--- src/rtl/pmc_defines.vh ---
// constants for the output macrocell array: offsets, fields, reset values
`ifndef PMC_DEFINES_VH
`define PMC_DEFINES_VH

// ----------------------------------------------------------------
// array shape
// ----------------------------------------------------------------
`define PMC_NUM_CELLS      10
`define PMC_NUM_PAIRS      5
`define PMC_BASE_TERMS     8
`define PMC_TERM_STEP      2
`define PMC_MAX_TERMS      16
`define PMC_TOTAL_TERMS    120

// ----------------------------------------------------------------
// apb register offsets (byte addresses)
// ----------------------------------------------------------------
`define PMC_ADDR_W         12
`define PMC_CFG_OFF        12'h000
`define PMC_OECFG_OFF      12'h004
`define PMC_STAT_OFF       12'h008
`define PMC_EVT_OFF        12'h00C

// ----------------------------------------------------------------
// configuration, status and event register fields
// ----------------------------------------------------------------
`define PMC_CFG_POL_LSB    0
`define PMC_CFG_MODE_LSB   16
`define PMC_STAT_Q_LSB     0
`define PMC_STAT_PIN_LSB   16
`define PMC_EVT_CLR_BIT    0
`define PMC_EVT_SET_BIT    1

// ----------------------------------------------------------------
// output enable select codes for combinatorial cells
// ----------------------------------------------------------------
`define PMC_OE_OFF         2'h0
`define PMC_OE_ON          2'h1
`define PMC_OE_TERM        2'h2

// ----------------------------------------------------------------
// reset values
// ----------------------------------------------------------------
`define PMC_POL_RST        10'h3FF
`define PMC_MODE_RST       10'h000
`define PMC_OECFG_RST      20'h00000

`endif

--- src/rtl/pmc_array.v ---
// output macrocell array top: ten cells, apb configuration and status
//
// How it works
// - ten cells in five pairs taking 8,10,12,14,16 logic terms
// - each cell has its own extra term that only drives output enable
// - every cell picks true or inverted pin polarity in either mode
// - the shared clear term zeroes every register at once, unclocked
// - the shared set term loads ones on the next rising clock edge
// - one clear term and one set term serve every registered cell
// - clear and set act on the flop, pin level then follows polarity
// - two bits per cell choose registered or combinatorial and polarity
// - registered cells drive the pin from the flop through the buffer
// - registered cells feed the inverted flop output back, both senses
// - registered cells gate their output with their own enable term
// - registered pins are output only, pin values never reach the array
// - combinatorial cells drive the pin straight from the sum gate
// - combinatorial enable is always on, always off or term driven
// - combinatorial feedback comes from the pin, true and inverted
`timescale 1ns/100ps
`include "pmc_defines.vh"

module pmc_array (
    input  wire                         clock,
    input  wire                         rst,
    // apb slave
    input  wire                         psel,
    input  wire                         penable,
    input  wire                         pwrite,
    input  wire [`PMC_ADDR_W-1:0]       paddr,
    input  wire [31:0]                  pwdata,
    output reg  [31:0]                  prdata,
    output reg                          pready,
    output reg                          pslverr,
    // product terms from the and array
    input  wire [`PMC_TOTAL_TERMS-1:0]  logic_terms,
    input  wire [`PMC_NUM_CELLS-1:0]    oe_terms,
    input  wire                         async_clear_term,
    input  wire                         sync_set_term,
    // pins and feedback
    input  wire [`PMC_NUM_CELLS-1:0]    pin_in,
    output reg  [`PMC_NUM_CELLS-1:0]    pin_out,
    output reg  [`PMC_NUM_CELLS-1:0]    pin_oe,
    output reg  [`PMC_NUM_CELLS-1:0]    fb_true,
    output reg  [`PMC_NUM_CELLS-1:0]    fb_comp
);

    // ----------------------------------------------------------------
    // configuration and event registers
    // ----------------------------------------------------------------
    reg  [`PMC_NUM_CELLS-1:0]   pol_reg;           // 1 = true polarity
    reg  [`PMC_NUM_CELLS-1:0]   mode_reg;          // mode_select_bit1, 1 = combinatorial
    reg  [2*`PMC_NUM_CELLS-1:0] oecfg_reg;
    reg                         clr_seen_reg;
    reg                         set_seen_reg;
    reg                         clr_seen_next;
    reg                         set_seen_next;

    // ----------------------------------------------------------------
    // per-cell signals
    // ----------------------------------------------------------------
    wire [`PMC_NUM_CELLS-1:0]   cell_level;
    wire [`PMC_NUM_CELLS-1:0]   cell_enable;
    wire [`PMC_NUM_CELLS-1:0]   cell_fb_true;
    wire [`PMC_NUM_CELLS-1:0]   cell_fb_comp;
    wire [`PMC_NUM_CELLS-1:0]   cell_q;

    // ----------------------------------------------------------------
    // apb decode
    // ----------------------------------------------------------------
    wire setup_phase  = psel & ~penable;
    wire access_phase = psel & penable & pready;
    wire wr_access    = access_phase & pwrite;
    wire hit_cfg      = (paddr == `PMC_CFG_OFF);
    wire hit_oecfg    = (paddr == `PMC_OECFG_OFF);
    wire hit_stat     = (paddr == `PMC_STAT_OFF);
    wire hit_evt      = (paddr == `PMC_EVT_OFF);
    wire hit_any      = hit_cfg | hit_oecfg | hit_stat | hit_evt;

    // ----------------------------------------------------------------
    // macrocell instances
    // ----------------------------------------------------------------
    // term slice of cell i: pairs grow by two terms, earlier pairs first
    genvar i;
    generate
        for (i = 0; i < `PMC_NUM_CELLS; i = i + 1) begin : g_cell
            localparam PAIR  = i / 2;
            localparam NT    = `PMC_BASE_TERMS + `PMC_TERM_STEP * PAIR;
            localparam OFF   = 2 * (`PMC_BASE_TERMS * PAIR + PAIR * (PAIR - 1)) + (i % 2) * NT;

            // one clear and one set term fan out to every cell
            pmc_macrocell #(
                .NTERMS (NT)
            ) u_cell (
                .clock            (clock),
                .rst              (rst),
                .logic_terms      (logic_terms[OFF +: NT]),
                .oe_term          (oe_terms[i]),
                .async_clear_term (async_clear_term),
                .sync_set_term    (sync_set_term),
                .mode_select_bit1 (mode_reg[i]),
                .polarity_true    (pol_reg[i]),
                .oe_select        (oecfg_reg[2*i +: 2]),
                .pin_in           (pin_in[i]),
                .pin_level        (cell_level[i]),
                .pin_enable       (cell_enable[i]),
                .fb_true          (cell_fb_true[i]),
                .fb_comp          (cell_fb_comp[i]),
                .q                (cell_q[i])
            );
        end
    endgenerate

    // ----------------------------------------------------------------
    // pin and feedback output stage
    // ----------------------------------------------------------------
    // outputs are retimed by one clock so every top port is a flop;
    // this costs a cycle of latency on the combinatorial path
    always @(posedge clock or posedge rst) begin
        if (rst) begin
            pin_out <= {`PMC_NUM_CELLS{1'b0}};
            pin_oe  <= {`PMC_NUM_CELLS{1'b0}};
            fb_true <= {`PMC_NUM_CELLS{1'b0}};
            fb_comp <= {`PMC_NUM_CELLS{1'b0}};
        end else begin
            pin_out <= cell_level;
            pin_oe  <= cell_enable;
            fb_true <= cell_fb_true;
            fb_comp <= cell_fb_comp;
        end
    end

    // ----------------------------------------------------------------
    // configuration writes
    // ----------------------------------------------------------------
    // changing mode on the fly is allowed; the flop keeps its value
    always @(posedge clock or posedge rst) begin
        if (rst) begin
            pol_reg   <= `PMC_POL_RST;
            mode_reg  <= `PMC_MODE_RST;
            oecfg_reg <= `PMC_OECFG_RST;
        end else if (wr_access) begin
            if (hit_cfg) begin
                pol_reg  <= pwdata[`PMC_CFG_POL_LSB +: `PMC_NUM_CELLS];
                mode_reg <= pwdata[`PMC_CFG_MODE_LSB +: `PMC_NUM_CELLS];
            end
            if (hit_oecfg) begin
                oecfg_reg <= pwdata[2*`PMC_NUM_CELLS-1:0];
            end
        end
    end

    // ----------------------------------------------------------------
    // sticky event flags for clear and set terms
    // ----------------------------------------------------------------
    // write one to clear; a term seen in the same cycle wins over it
    always @* begin
        clr_seen_next = clr_seen_reg;
        set_seen_next = set_seen_reg;
        if (wr_access && hit_evt && pwdata[`PMC_EVT_CLR_BIT]) begin
            clr_seen_next = 1'b0;
        end
        if (wr_access && hit_evt && pwdata[`PMC_EVT_SET_BIT]) begin
            set_seen_next = 1'b0;
        end
        if (async_clear_term) begin
            clr_seen_next = 1'b1;
        end
        if (sync_set_term) begin
            set_seen_next = 1'b1;
        end
    end

    // flags hold until software clears them
    always @(posedge clock or posedge rst) begin
        if (rst) begin
            clr_seen_reg <= 1'b0;
            set_seen_reg <= 1'b0;
        end else begin
            clr_seen_reg <= clr_seen_next;
            set_seen_reg <= set_seen_next;
        end
    end

    // ----------------------------------------------------------------
    // apb response
    // ----------------------------------------------------------------
    // ready comes up in the access cycle, so every transfer has no wait;
    // read data is captured in setup and held through access
    always @(posedge clock or posedge rst) begin
        if (rst) begin
            pready  <= 1'b0;
            pslverr <= 1'b0;
            prdata  <= 32'h00000000;
        end else if (setup_phase) begin
            pready  <= 1'b1;
            pslverr <= ~hit_any;
            prdata  <= 32'h00000000;
            if (!pwrite) begin
                if (hit_cfg) begin
                    prdata[`PMC_CFG_POL_LSB +: `PMC_NUM_CELLS]  <= pol_reg;
                    prdata[`PMC_CFG_MODE_LSB +: `PMC_NUM_CELLS] <= mode_reg;
                end
                if (hit_oecfg) begin
                    prdata[2*`PMC_NUM_CELLS-1:0] <= oecfg_reg;
                end
                if (hit_stat) begin
                    prdata[`PMC_STAT_Q_LSB +: `PMC_NUM_CELLS]   <= cell_q;
                    prdata[`PMC_STAT_PIN_LSB +: `PMC_NUM_CELLS] <= pin_out;
                end
                if (hit_evt) begin
                    prdata[`PMC_EVT_CLR_BIT] <= clr_seen_reg;
                    prdata[`PMC_EVT_SET_BIT] <= set_seen_reg;
                end
            end
        end else begin
            pready  <= 1'b0;
            pslverr <= 1'b0;
        end
    end

endmodule // pmc_array

--- src/rtl/pmc_macrocell.v ---
// one output macrocell: sum gate, d flip-flop, polarity, enable and feedback
`timescale 1ns/100ps
`include "pmc_defines.vh"

module pmc_macrocell #(
    parameter NTERMS = 8
) (
    input  wire              clock,
    input  wire              rst,
    input  wire [NTERMS-1:0] logic_terms,
    input  wire              oe_term,
    input  wire              async_clear_term,
    input  wire              sync_set_term,
    input  wire              mode_select_bit1,
    input  wire              polarity_true,
    input  wire [1:0]        oe_select,
    input  wire              pin_in,
    output wire              pin_level,
    output reg               pin_enable,
    output wire              fb_true,
    output wire              fb_comp,
    output wire              q
);

    // ----------------------------------------------------------------
    // sum term and register
    // ----------------------------------------------------------------
    wire sum_term  = |logic_terms;
    wire clear_any = rst | async_clear_term;
    reg  q_reg;

    // clear is level sensitive through the async pin, no clock needed
    always @(posedge clock or posedge clear_any) begin
        if (clear_any) begin
            q_reg <= 1'b0;
        end else if (sync_set_term) begin
            q_reg <= 1'b1;
        end else begin
            q_reg <= sum_term;
        end
    end
    assign q = q_reg;

    // ----------------------------------------------------------------
    // output path
    // ----------------------------------------------------------------
    // polarity applied after the flop, so clear/set stay on q itself
    wire out_src = mode_select_bit1 ? sum_term : q_reg;
    assign pin_level = polarity_true ? out_src : ~out_src;

    // enable: registered cells always follow their own term
    always @* begin
        if (!mode_select_bit1) begin
            pin_enable = oe_term;
        end else begin
            case (oe_select)
                `PMC_OE_ON:   pin_enable = 1'b1;
                `PMC_OE_TERM: pin_enable = oe_term;
                default:      pin_enable = 1'b0;
            endcase
        end
    end

    // ----------------------------------------------------------------
    // feedback into the and array
    // ----------------------------------------------------------------
    // registered cells never look at the pin, so it is output only
    assign fb_comp = mode_select_bit1 ? ~pin_in : ~q_reg;
    assign fb_true = ~fb_comp;

endmodule // pmc_macrocell

--- config.mk ---
export PLATFORM = sky130hd
export DESIGN_NAME = pmc_array
export DESIGN_NICKNAME = d
export VERILOG_FILES = /design/src/rtl/pmc_array.v /design/src/rtl/pmc_macrocell.v
export VERILOG_INCLUDE_DIRS = /design/src /design/src/rtl
export SDC_FILE = /design/constraint.sdc
export NUM_CORES = 1
export LEC_CHECK = 0
export BUFFER_PORTS_ARGS = -buffer_cell sky130_fd_sc_hd__buf_2
export CAP_MARGIN = 20
export CORE_ASPECT_RATIO = 1.25
export CORE_MARGIN = 2
export CORE_UTILIZATION = 30
export DETAILED_ROUTE_END_ITERATION = 16
export PLACE_DENSITY_LB_ADDON = 0.1
export SLEW_MARGIN = 0
export SYNTH_ARGS = -nofsm -noshare
export SYNTH_HDL_FRONTEND = slang
export SYNTH_SLANG_ARGS = --single-unit
--- constraint.sdc ---
create_clock -name clock -period 4.1 [get_ports clock]
set_clock_uncertainty 0.2 [all_clocks]
set_input_delay 0.615 -clock clock [delete_from_list [all_inputs] [get_ports clock]]
set_output_delay 0.615 -clock clock [all_outputs]
set_load 0.02 [all_outputs]
# --- After elaboration in Yosys (flattened, before gate mapping) ---
# Cells that the tools add are included.
totals:
  ff_bits: 120
  in_bits: 191
  out_inout_bits: 74
  wordCells: 186
classes:
  n_eq_ne: 23
  n_mux: 73
  bitwise_logic: 50
  n_reduce_logical: 18
op_table:
  columns: ["cell", "count"]
  rows:
  - ["$mux W1", 56]
  - ["$not A1 Y1", 42]
  - ["$mux W10", 4]
  - ["$reduce_or A16 Y1", 2]
  - ["$reduce_or A14 Y1", 2]
  - ["$mux W26", 1]
  - ["$eq A12 B4 Y1 const B", 2]
  - ["$reduce_or A12 Y1", 2]
  - ["$eq A2 B1 Y1 const B", 10]
  - ["$eq A2 B2 Y1 const B", 10]
  - ["$mux W20", 1]
  - ["$pmux W1 S2", 10]
  - ["$reduce_or A10 Y1", 2]
  - ["$reduce_or A8 Y1", 2]
  - ["$eq A12 B3 Y1 const B", 1]
  - ["$logic_not A12 Y1", 1]
  - ["$and A1 B1 Y1", 4]
  - ["$or A1 B1 Y1", 4]
  - ["$reduce_and A2 Y1", 2]
  - ["$reduce_bool A2 Y1", 2]
  - ["$logic_and A1 B1 Y1", 3]
  - ["$mux W2", 1]

# --- Logic depth before layout (Yosys ltp) ---
# Gate-level depths: netlist of the first run.
depth:
  word_depth: 7
  depth_mapped: 6
  depth_no_buf: 6

# --- Hierarchy ---
# Synthesis of the first run repeated with hierarchy kept, for this count alone.
unflattened:
  cells_unflattened: 509
  hier_area_um2: 5771.8
by_module_without_submodules:
  columns: ["mod", "instances", "cells_per_inst", "area_per_inst_um2", "seq_area_each_um2"]
  rows:
  - ["pmc_array", 1, 301, 4130.2, 2765.2]
  - ["pmc_macrocell at g_cell[8].u_cell ...", 2, 25, 188.9, 25.0]
  - ["pmc_macrocell at g_cell[6].u_cell ...", 2, 23, 165.2, 25.0]
  - ["pmc_macrocell at g_cell[4].u_cell ...", 2, 19, 163.9, 25.0]
  - ["pmc_macrocell at g_cell[2].u_cell ...", 2, 19, 155.1, 25.0]
  - ["pmc_macrocell at g_cell[0].u_cell ...", 2, 18, 147.6, 25.0]

# --- Least setup slack after synthesis of the first run ---
# No wires, ideal clock.
synth_timing:
  kind: "input-to-reg"
  startpoint: "input port paddr[1]"
  endpoint: "register mode_reg[0]"
  arrival_ns: 1.898
  slack_ns: 1.877
  path_stages: 5
  n_path_buf: 1
  cell_sequence: "nor4_4 nand3_4 nor4_4 buf_6 mux2_4"
synth_between:
  elab_chain_len: 2
synth_lines:
  columns: ["element", "line_no", "source"]
  rows:
  - ["start, declared", "pmc_array.v:29", "input wire [`PMC_ADDR_W-1:0] paddr,"]
  - ["$logic_not A12 Y1 (no source line)", null, null]
  - ["$reduce_and A2 Y1 (no source line)", null, null]
  - ["end signal, assigned", "pmc_array.v:139", "mode_reg <= `PMC_MODE_RST;"]
  - ["end signal, assigned", "pmc_array.v:144", "mode_reg <= pwdata[`PMC_CFG_MODE_LSB +: `PMC_NUM_CELLS];"]
  - ["end, declared", "pmc_array.v:51", "reg [`PMC_NUM_CELLS-1:0] mode_reg;"]
# No other way between the ends.
# A chain may end at the register's enable or synchronous reset.

# --- Worst setup path after layout of the first run ---
layout_timing:
  startpoint: "input port paddr[3]"
  endpoint: "register prdata[17]"
layout_between:
  elab_chain_len: 5
  elab_cells_between_ends: 7
layout_lines:
  columns: ["element", "line_no", "source"]
  rows:
  - ["$logic_not A12 Y1 (no source line)", null, null]
  - ["$mux W10", "pmc_array.v:199", "if (hit_cfg) begin"]
  - ["$mux W20", "pmc_array.v:203", "if (hit_oecfg) begin"]
  - ["$mux W10 *", "pmc_array.v:206", "if (hit_stat) begin"]
  - ["$mux W26 *", "pmc_array.v:198", "if (!pwrite) begin"]
  - ["end signal, assigned by index", "pmc_array.v:200", "prdata[`PMC_CFG_POL_LSB +: `PMC_NUM_CELLS] <= pol_reg;"]
  - ["end signal, assigned by index", "pmc_array.v:204", "prdata[2*`PMC_NUM_CELLS-1:0] <= oecfg_reg;"]
  - ["end signal, assigned by index", "pmc_array.v:207", "prdata[`PMC_STAT_Q_LSB +: `PMC_NUM_CELLS] <= cell_q;"]
  - ["end, declared", "pmc_array.v:31", "output reg [31:0] prdata,"]
# Mark *: on every way between the ends. The rest lies on a longest branch, timed or not.

==> impl_metrics.csv, run 1 <==
group,metric,value,unit
grt,grt.total_usage,0.172,
worst_setup_path,critical_path_cell_by_cell,"buf_2 > nor2b_1 > nand4_1 > o2111ai_1 > nand2_1",
cells_and_area,largest_register_ffs,26,
worst_setup_path,critical_path_peak_fanout,25,
sta,final_hold_viol_count,0,
yosys,seq_area_frac_synth,0.543,
yosys,synth_area_per_cell,11.3,sq um
worst_setup_path,worst_path_buffer_plus_inverter_count,1,
yosys,synth-warning-count,0,
detailed_routing,drt-wirelength-per-cell,16.6,microns
yosys,synth_area_leader_cell,"dfrtp_1",
yosys,synth.top_cell.area_share,0.495,
detailed_routing,vias_per_cell,4.71,
yosys,synth_top_flop_cell,"dfrtp_1",
detailed_routing,drtIter0Drc,139,
sta,setup_repair_after_global_routing_missed_its_margin,"no",
sta,timing.max_slew.rel_slack,0.436,
grt,maximum_number_of_pins_on_one_net_before_global_route_repair,78,
detailed_routing,detailedRoute.firstPassIterationCount,4,
cells_and_area,nFillCells,1748,
hold_path,holdCritPathClass,"in -> async",
worst_setup_path,critical_path_depth,5,
worst_setup_path,critical_path.startpoint_type,"input port",
clocking,holdBufCountCts,0,
die,dieArea,0.0196,sq mm
clocking,clock_path_buffers,2,
worst_setup_path,critPathRequiredTime,4.19,ns
sta,worst_pin_slew,0.845,ns
detailed_routing,antenna_left,0,
power_and_ir_drop,finalPower,0.00296,W
yosys,postSynth.asyncResetShare,1.00,
yosys,synth_area,0.00556,sq mm
grt,grt_pass1_wl,25.7,mm
power_and_ir_drop,leak_pwr,3.87,nW
sta,min_period_over_period,0.596,
worst_setup_path,worstRegToRegCells,4,
clocking,cts_setup_buffers,0,
sta,setup-violations-final,0,
yosys,synth_cell_type_count,39,
clocking,clock_insertion_delay_worst_skew,0.42,ns
status,outcome,"finished clean",
clocking,tritoncts.num_buffers,17,
grt,initial_antenna_violation_count,0,
worst_setup_path,cpPeakStageDelay,0.62,ns
power_and_ir_drop,cellPowerDensity,384,mW/mm^2
clocking,h_tree_depth,4,
die,floorplan.initialDensity,0.307,
detailed_routing,remaining_drc_errors,0,
cells_and_area,fin_util,0.426,
worst_setup_path,cp-end-kind,"flip-flop",
detailed_routing,vias,4681,
die,die_h,156,microns
cells_and_area,area_growth,38.6,%
die,ios,265,
worst_setup_path,worst_path_max_delay_cell,"nand4_1",
yosys,top_cells_by_area_synth,"dfrtp_1 50%, mux2_4 5.4%, dfstp_2 4.7%",
sta,final_period_minus_worst_setup_slack,2.44,ns
die,die-width,126,microns
die,rows,55,
sta,timing.final.max_slew_violations,0,
worst_setup_path,worst-endpoint-arrival,2.53,ns
cells_and_area,drive_above_1_share,0.430,
cells_and_area,insertedDiodeCount,0,
worst_setup_path,critical_path_class,"in -> reg",
clocking,clk_pin_slew_worst_paths,0.05,ns
placed_design,port_buffers,252,
placed_design,place_congestion,0.722,
yosys,synth_enable_flop_cells,0,
grt,grt_pass1_vias,4968,
clocking,tritoncts,"done",
worst_setup_path,critical_path.top_delay_family,"simple AND/OR/NAND/NOR gates",
power_and_ir_drop,vdd_drop_max,0.246,mV
sta,maxClockFrequency,0.409,GHz
cells_and_area,postLayoutCellArea,0.00770,sq mm
yosys,postSynthRegisterBits,120,
job,cap_viol_max_count,0,
yosys,post_synth_inst_count,491,
detailed_routing,route.final.wire_length,16.5,mm
placed_design,dp_hpwl,12.2,mm
sta,setup-tns-final,0,ns
clocking,ctsRootBufferMaster,"clkbuf_16",
cells_and_area,total_nets_final,963,
clocking,cts_num_sinks,120,
die,core,0.0181,sq mm
grt,globalRouteOverflowTotal,0,
clocking,post_cts.resized_instances,0,
placed_design,dpl_cell_area,0.00705,sq mm
-- cell families (layout without fill, tap and decap cells) --
logic type,Yosys count,after routing,share of synthesized area
simple gates,144,144,0.142
flops,120,120,0.543
compound gates,81,81,0.0871
buf+inv,67,336,0.0536
mux,48,48,0.113
fa+ha+maj,20,20,0.0450
xor+xnor,10,10,0.0158
other cells,1,6,0.000675
-- power breakdown --
group,switching [W],internal (W)
Clock,0.000532,0.00104
Sequential,0.00000188,0.00119
Combinational,0.000107,0.0000873
-- per-layer routing --
metal | GRT usage | share of wire | wire (microns)
met1 | 0.194 | 0.40 | 6570
met2 | 0.303 | 0.52 | 8500
met3 | 0.0535 | 0.062 | 1020
met4 | 0.0677 | 0.022 | 370
met5 | 0 | 0 | 0
-- cell usage after synthesis, types with 8 or more instances --
library cell	n
dfrtp_1	110
nand2_1	53
inv_1	44
nor4_1	28
o21ai_0	21
a21oi_1	20
ha_1	20
mux2_1	20
mux2_4	20
nor2_1	19
clkbuf_1	11
nor2b_1	11
o211ai_1	11
o22ai_1	11
dfstp_2	10
nand4_1	10
xor2_1	10
a22o_1	8
buf_4	8
-- worst reg2reg max path: stages (launching register included) --
cell and delay, ns:
dfrtp_1 0.34, nand4_1 0.29, nor3_4 0.44, buf_4 0.35, mux2_1 0.35
-- layout by cell type, fill, tap and decap left out, types with 2 or more instances in the layout --
cell type,netlist,routed
mux2_1,20,20
dfrtp_1,110,110
clkbuf_1,11,4
nand3_1,6,6
o21ai_0,21,21
a22o_1,8,8
nor2b_1,11,11
nand2b_1,6,6
buf_2,1,252
o21ai_1,6,6
o22ai_1,11,11
clkbuf_8,0,5
o211ai_1,11,11
ha_1,20,20
clkbuf_16,0,17
nor4_1,28,28
a31oi_1,3,3
conb_1,1,6
nand4_1,10,10
nor4_4,3,3
dfstp_2,10,10
mux2i_1,6,6
nand2_1,53,53
mux2_4,20,20
inv_1,44,43
mux4_2,2,2
clkinvlp_4,0,2
buf_4,8,7
a21oi_1,20,20
xor2_1,10,10
nor2_1,19,18
bufinv_16,0,3
-- layout make-up --
type | count | area (sq um) | area share
Clock inverter | 6 | 114 | 0.0148
Multi-Input combinational cell | 309 | 2270 | 0.295
Timing Repair Buffer | 260 | 1340 | 0.174
Inverter | 44 | 168 | 0.0218
Sequential cell | 120 | 3020 | 0.391
Tap cell | 228 | 285 | 0.0370
Clock buffer | 26 | 509 | 0.0661
-- stage by stage --
| stage | std cells | hold slack [ns] | setup WS, ns |
|---|---|---|---|
| after floorplan | 496 | 0.285 | 0.399 |
| after global placement | 960 | 0.253 | 1.16 |
| after detailed placement | 960 | 0.251 | 1.13 |
| after CTS | 992 | 0.164 | 1.58 |
| after global routing | 993 | 0.0361 | 1.45 |
| final | 993 | 0.0143 | 1.66 |
-- worst paths after layout --
kind	startpoint	to	slack, ns
min	rst	fb_comp[0]	0.01
min in group clock	pin_in[8]	fb_comp[8]	0.18
min reg2reg	prdata[9]	prdata[9]	0.26
max reg2reg	pready	oecfg_reg[18]	2.00
max	paddr[3]	prdata[17]	1.66
max in group asynchronous	async_clear_term	g_cell[9].u_cell.q	2.93
Note: power is estimated with default switching activity, not from simulation.
==> run 2, diff against run 1 <==
==> constraint.sdc (replaced) <==
create_clock -name clock -period 2.3 [get_ports clock]
set_clock_uncertainty 0.2 [all_clocks]
set_input_delay 0.345 -clock clock [delete_from_list [all_inputs] [get_ports clock]]
set_output_delay 0.345 -clock clock [all_outputs]
set_load 0.02 [all_outputs]
==> run 2 against run 1 <==
Effect of this change:
- the run now ends with hold timing left
- non-clock buffer count up 85
- wire length increased by 5.7%
- hold slack got worse by 0.045 ns
- design area increased by 9.6%
- sequential cell count unchanged
- power grew 68%
- critical path depth increased by 1
- core utilization grew 4.1 points
- clock power grew 53%
- first-iteration DRC count rose by 59%
- clock-buffer cell count rose by 2
- critical endpoint is now g_cell[2].u_cell.q
- largest power group unchanged
==> impl_metrics.csv, run 2 (same netlist as run 1, synthesis figures left out) <==
group,metric,value,unit
grt,globalRouteOverflowTotal,0,
grt,initial_antenna_violation_count,0,
detailed_routing,detailedRoute.firstPassIterationCount,4,
sta,worst_pin_slew,0.616,ns
clocking,cts_setup_buffers,0,
worst_setup_path,critPathRequiredTime,2.40,ns
sta,maxClockFrequency,0.457,GHz
grt,grt.total_usage,0.181,
detailed_routing,drt-wirelength-per-cell,16.1,microns
power_and_ir_drop,cellPowerDensity,590,mW/mm^2
hold_path,holdCritPathClass,"in -> reg",
sta,setup_repair_after_global_routing_missed_its_margin,"no",
detailed_routing,route.final.wire_length,17.4,mm
clocking,post_cts.resized_instances,0,
detailed_routing,remaining_drc_errors,0,
power_and_ir_drop,vdd_drop_max,0.473,mV
sta,min_period_over_period,0.950,
sta,timing.final.max_slew_violations,0,
worst_setup_path,critical_path_peak_fanout,2,
sta,final_hold_viol_count,1,
sta,setup-violations-final,0,
die,rows,55,
grt,grt_pass1_vias,5214,
clocking,tritoncts,"done",
detailed_routing,drtIter0Drc,221,
clocking,clock_path_buffers,2,
grt,maximum_number_of_pins_on_one_net_before_global_route_repair,111,
grt,grt_pass1_wl,27.3,mm
placed_design,port_buffers,252,
worst_setup_path,critical_path.startpoint_type,"input port",
detailed_routing,vias,4976,
clocking,ctsRootBufferMaster,"clkbuf_16",
cells_and_area,largest_register_ffs,26,
cells_and_area,total_nets_final,1048,
clocking,h_tree_depth,4,
sta,timing.max_slew.rel_slack,0.589,
worst_setup_path,critical-path-top-cell-by-count,"dlygate4sd3_1",
cells_and_area,insertedDiodeCount,0,
placed_design,dp_hpwl,12.4,mm
die,floorplan.initialDensity,0.307,
clocking,clk_pin_slew_worst_paths,0.06,ns
worst_setup_path,cp-end-kind,"flip-flop",
cells_and_area,nFillCells,1718,
die,ios,265,
placed_design,place_congestion,0.764,
worst_setup_path,critical_path.top_delay_family,"buffers and inverters",
status,failed_checks,"hold timing",
cells_and_area,area_growth,51.9,%
die,dieArea,0.0196,sq mm
sta,hold_ws,-0.0311,ns
clocking,clock_insertion_delay_worst_skew,0.42,ns
cells_and_area,most_common_library_cell_in_the_layout_ignoring_fill_and_taps,"buf_2",
die,die-width,126,microns
detailed_routing,vias_per_cell,4.62,
detailed_routing,antenna_left,0,
clocking,tritoncts.num_buffers,17,
worst_setup_path,worst_path_max_delay_cell,"dlygate4sd3_1",
sta,final_period_minus_worst_setup_slack,2.19,ns
die,die_h,156,microns
clocking,cts_num_sinks,120,
power_and_ir_drop,leak_pwr,4.21,nW
die,core,0.0181,sq mm
cells_and_area,layout.cells.most_common_list,"252 x buf_2, 110 x dfrtp_1, 75 x dlygate4sd3_1",
worst_setup_path,cpPeakStageDelay,0.57,ns
job,cap_viol_max_count,0,
sta,setup-tns-final,0,ns
cells_and_area,drive_above_1_share,0.395,
status,outcome,"finished with violations",
worst_setup_path,critical_path_cell_by_cell,"dlygate4sd3_1 > buf_2 > nor2_1 > dlygate4sd3_1 > nand4_1 > dlygate4sd3_1",
worst_setup_path,worst-endpoint-arrival,2.29,ns
worst_setup_path,worst_path_buffer_plus_inverter_count,4,
worst_setup_path,critical_path_class,"in -> reg",
run 2: changes by cell type in the layout (fill, tap and decap cells not counted):
cell,delta
clkinvlp_4,-1
inv_4,-1
clkbuf_8,-1
dlygate4sd3_1,+75
buf_4,+9
buf_16,-1
clkbuf_1,+3
bufinv_16,-3
clkinv_4,-1
clkinv_2,+4
buf_12,+2
run 2: worst reg2reg max path: stages (launching register included):
cell and delay [ns]:
dfrtp_1 0.34, nand4_1 0.28, nor3_1 0.42, a31oi_1 0.13
dlygate4sd3_1 0.58
run 2: timing repair:
action,CTS,global route
hold buffers,75,1
hold endpoints to repair,185,1
setup endpoints to repair,0,1
run 2: path summary, 6_finish.rpt:
check	start	slack [ns]	cells past startpoint	to
worst min-delay path	logic_terms[29]	-0.03	3	g_cell[3].u_cell.q
worst min register to register	prdata[16]	0.26	2	prdata[16]
worst max-delay path	logic_terms[24]	0.11	6	g_cell[2].u_cell.q
min in group asynchronous	rst	0.45	4	clr_seen_reg
max in group asynchronous	async_clear_term	0.78	5	g_cell[3].u_cell.q
worst max register to register	pready	0.23	4	set_seen_reg
run 2: stage by stage:
step / utilization / instances / cell area (sq um) / setup WS, ns / power, W
floorplan: - / 496 / 5580 / 0.347 / 0.00230
global placement: 0.396 / 971 / 7160 / 0.0376 / 0.00252
detailed placement: 0.396 / 971 / 7160 / 0.0144 / 0.00253
CTS: 0.466 / 1078 / 8440 / 0.0909 / 0.00504
global route: 0.466 / 1078 / 8440 / 0.0477 / 0.00519
finish: 0.466 / 1078 / 8440 / 0.114 / 0.00498
run 2: layout make-up:
class	instances	area (sq um)	area share
clock buffers	28	507	0.0600
clock inverters	4	20.0	0.00237
inverters	44	169	0.0200
multi-input cells	309	2270	0.269
flip-flops and latches	120	3020	0.357
well taps	228	285	0.0338
repair buffers	345	2170	0.257
run 2: report_power, final:
part           total, W  internal (W)  switching [W]  leakage, nW
sequential      0.00213       0.00213     0.00000320         1.51
clock           0.00240       0.00148       0.000919        0.262
combinational  0.000447      0.000233       0.000213         2.44
run 2: routing by layer:
| layer | track usage | vias to the layer above | part of all wire |
|---|---|---|---|
| met3 | 0.0401 | 18 | 0.051 |
| met5 | 0 | - | 0 |
| met1 | 0.217 | 2387 | 0.42 |
| li1 | - | 2405 | - |
| met2 | 0.321 | 166 | 0.52 |
| met4 | 0.0624 | 0 | 0.015 |
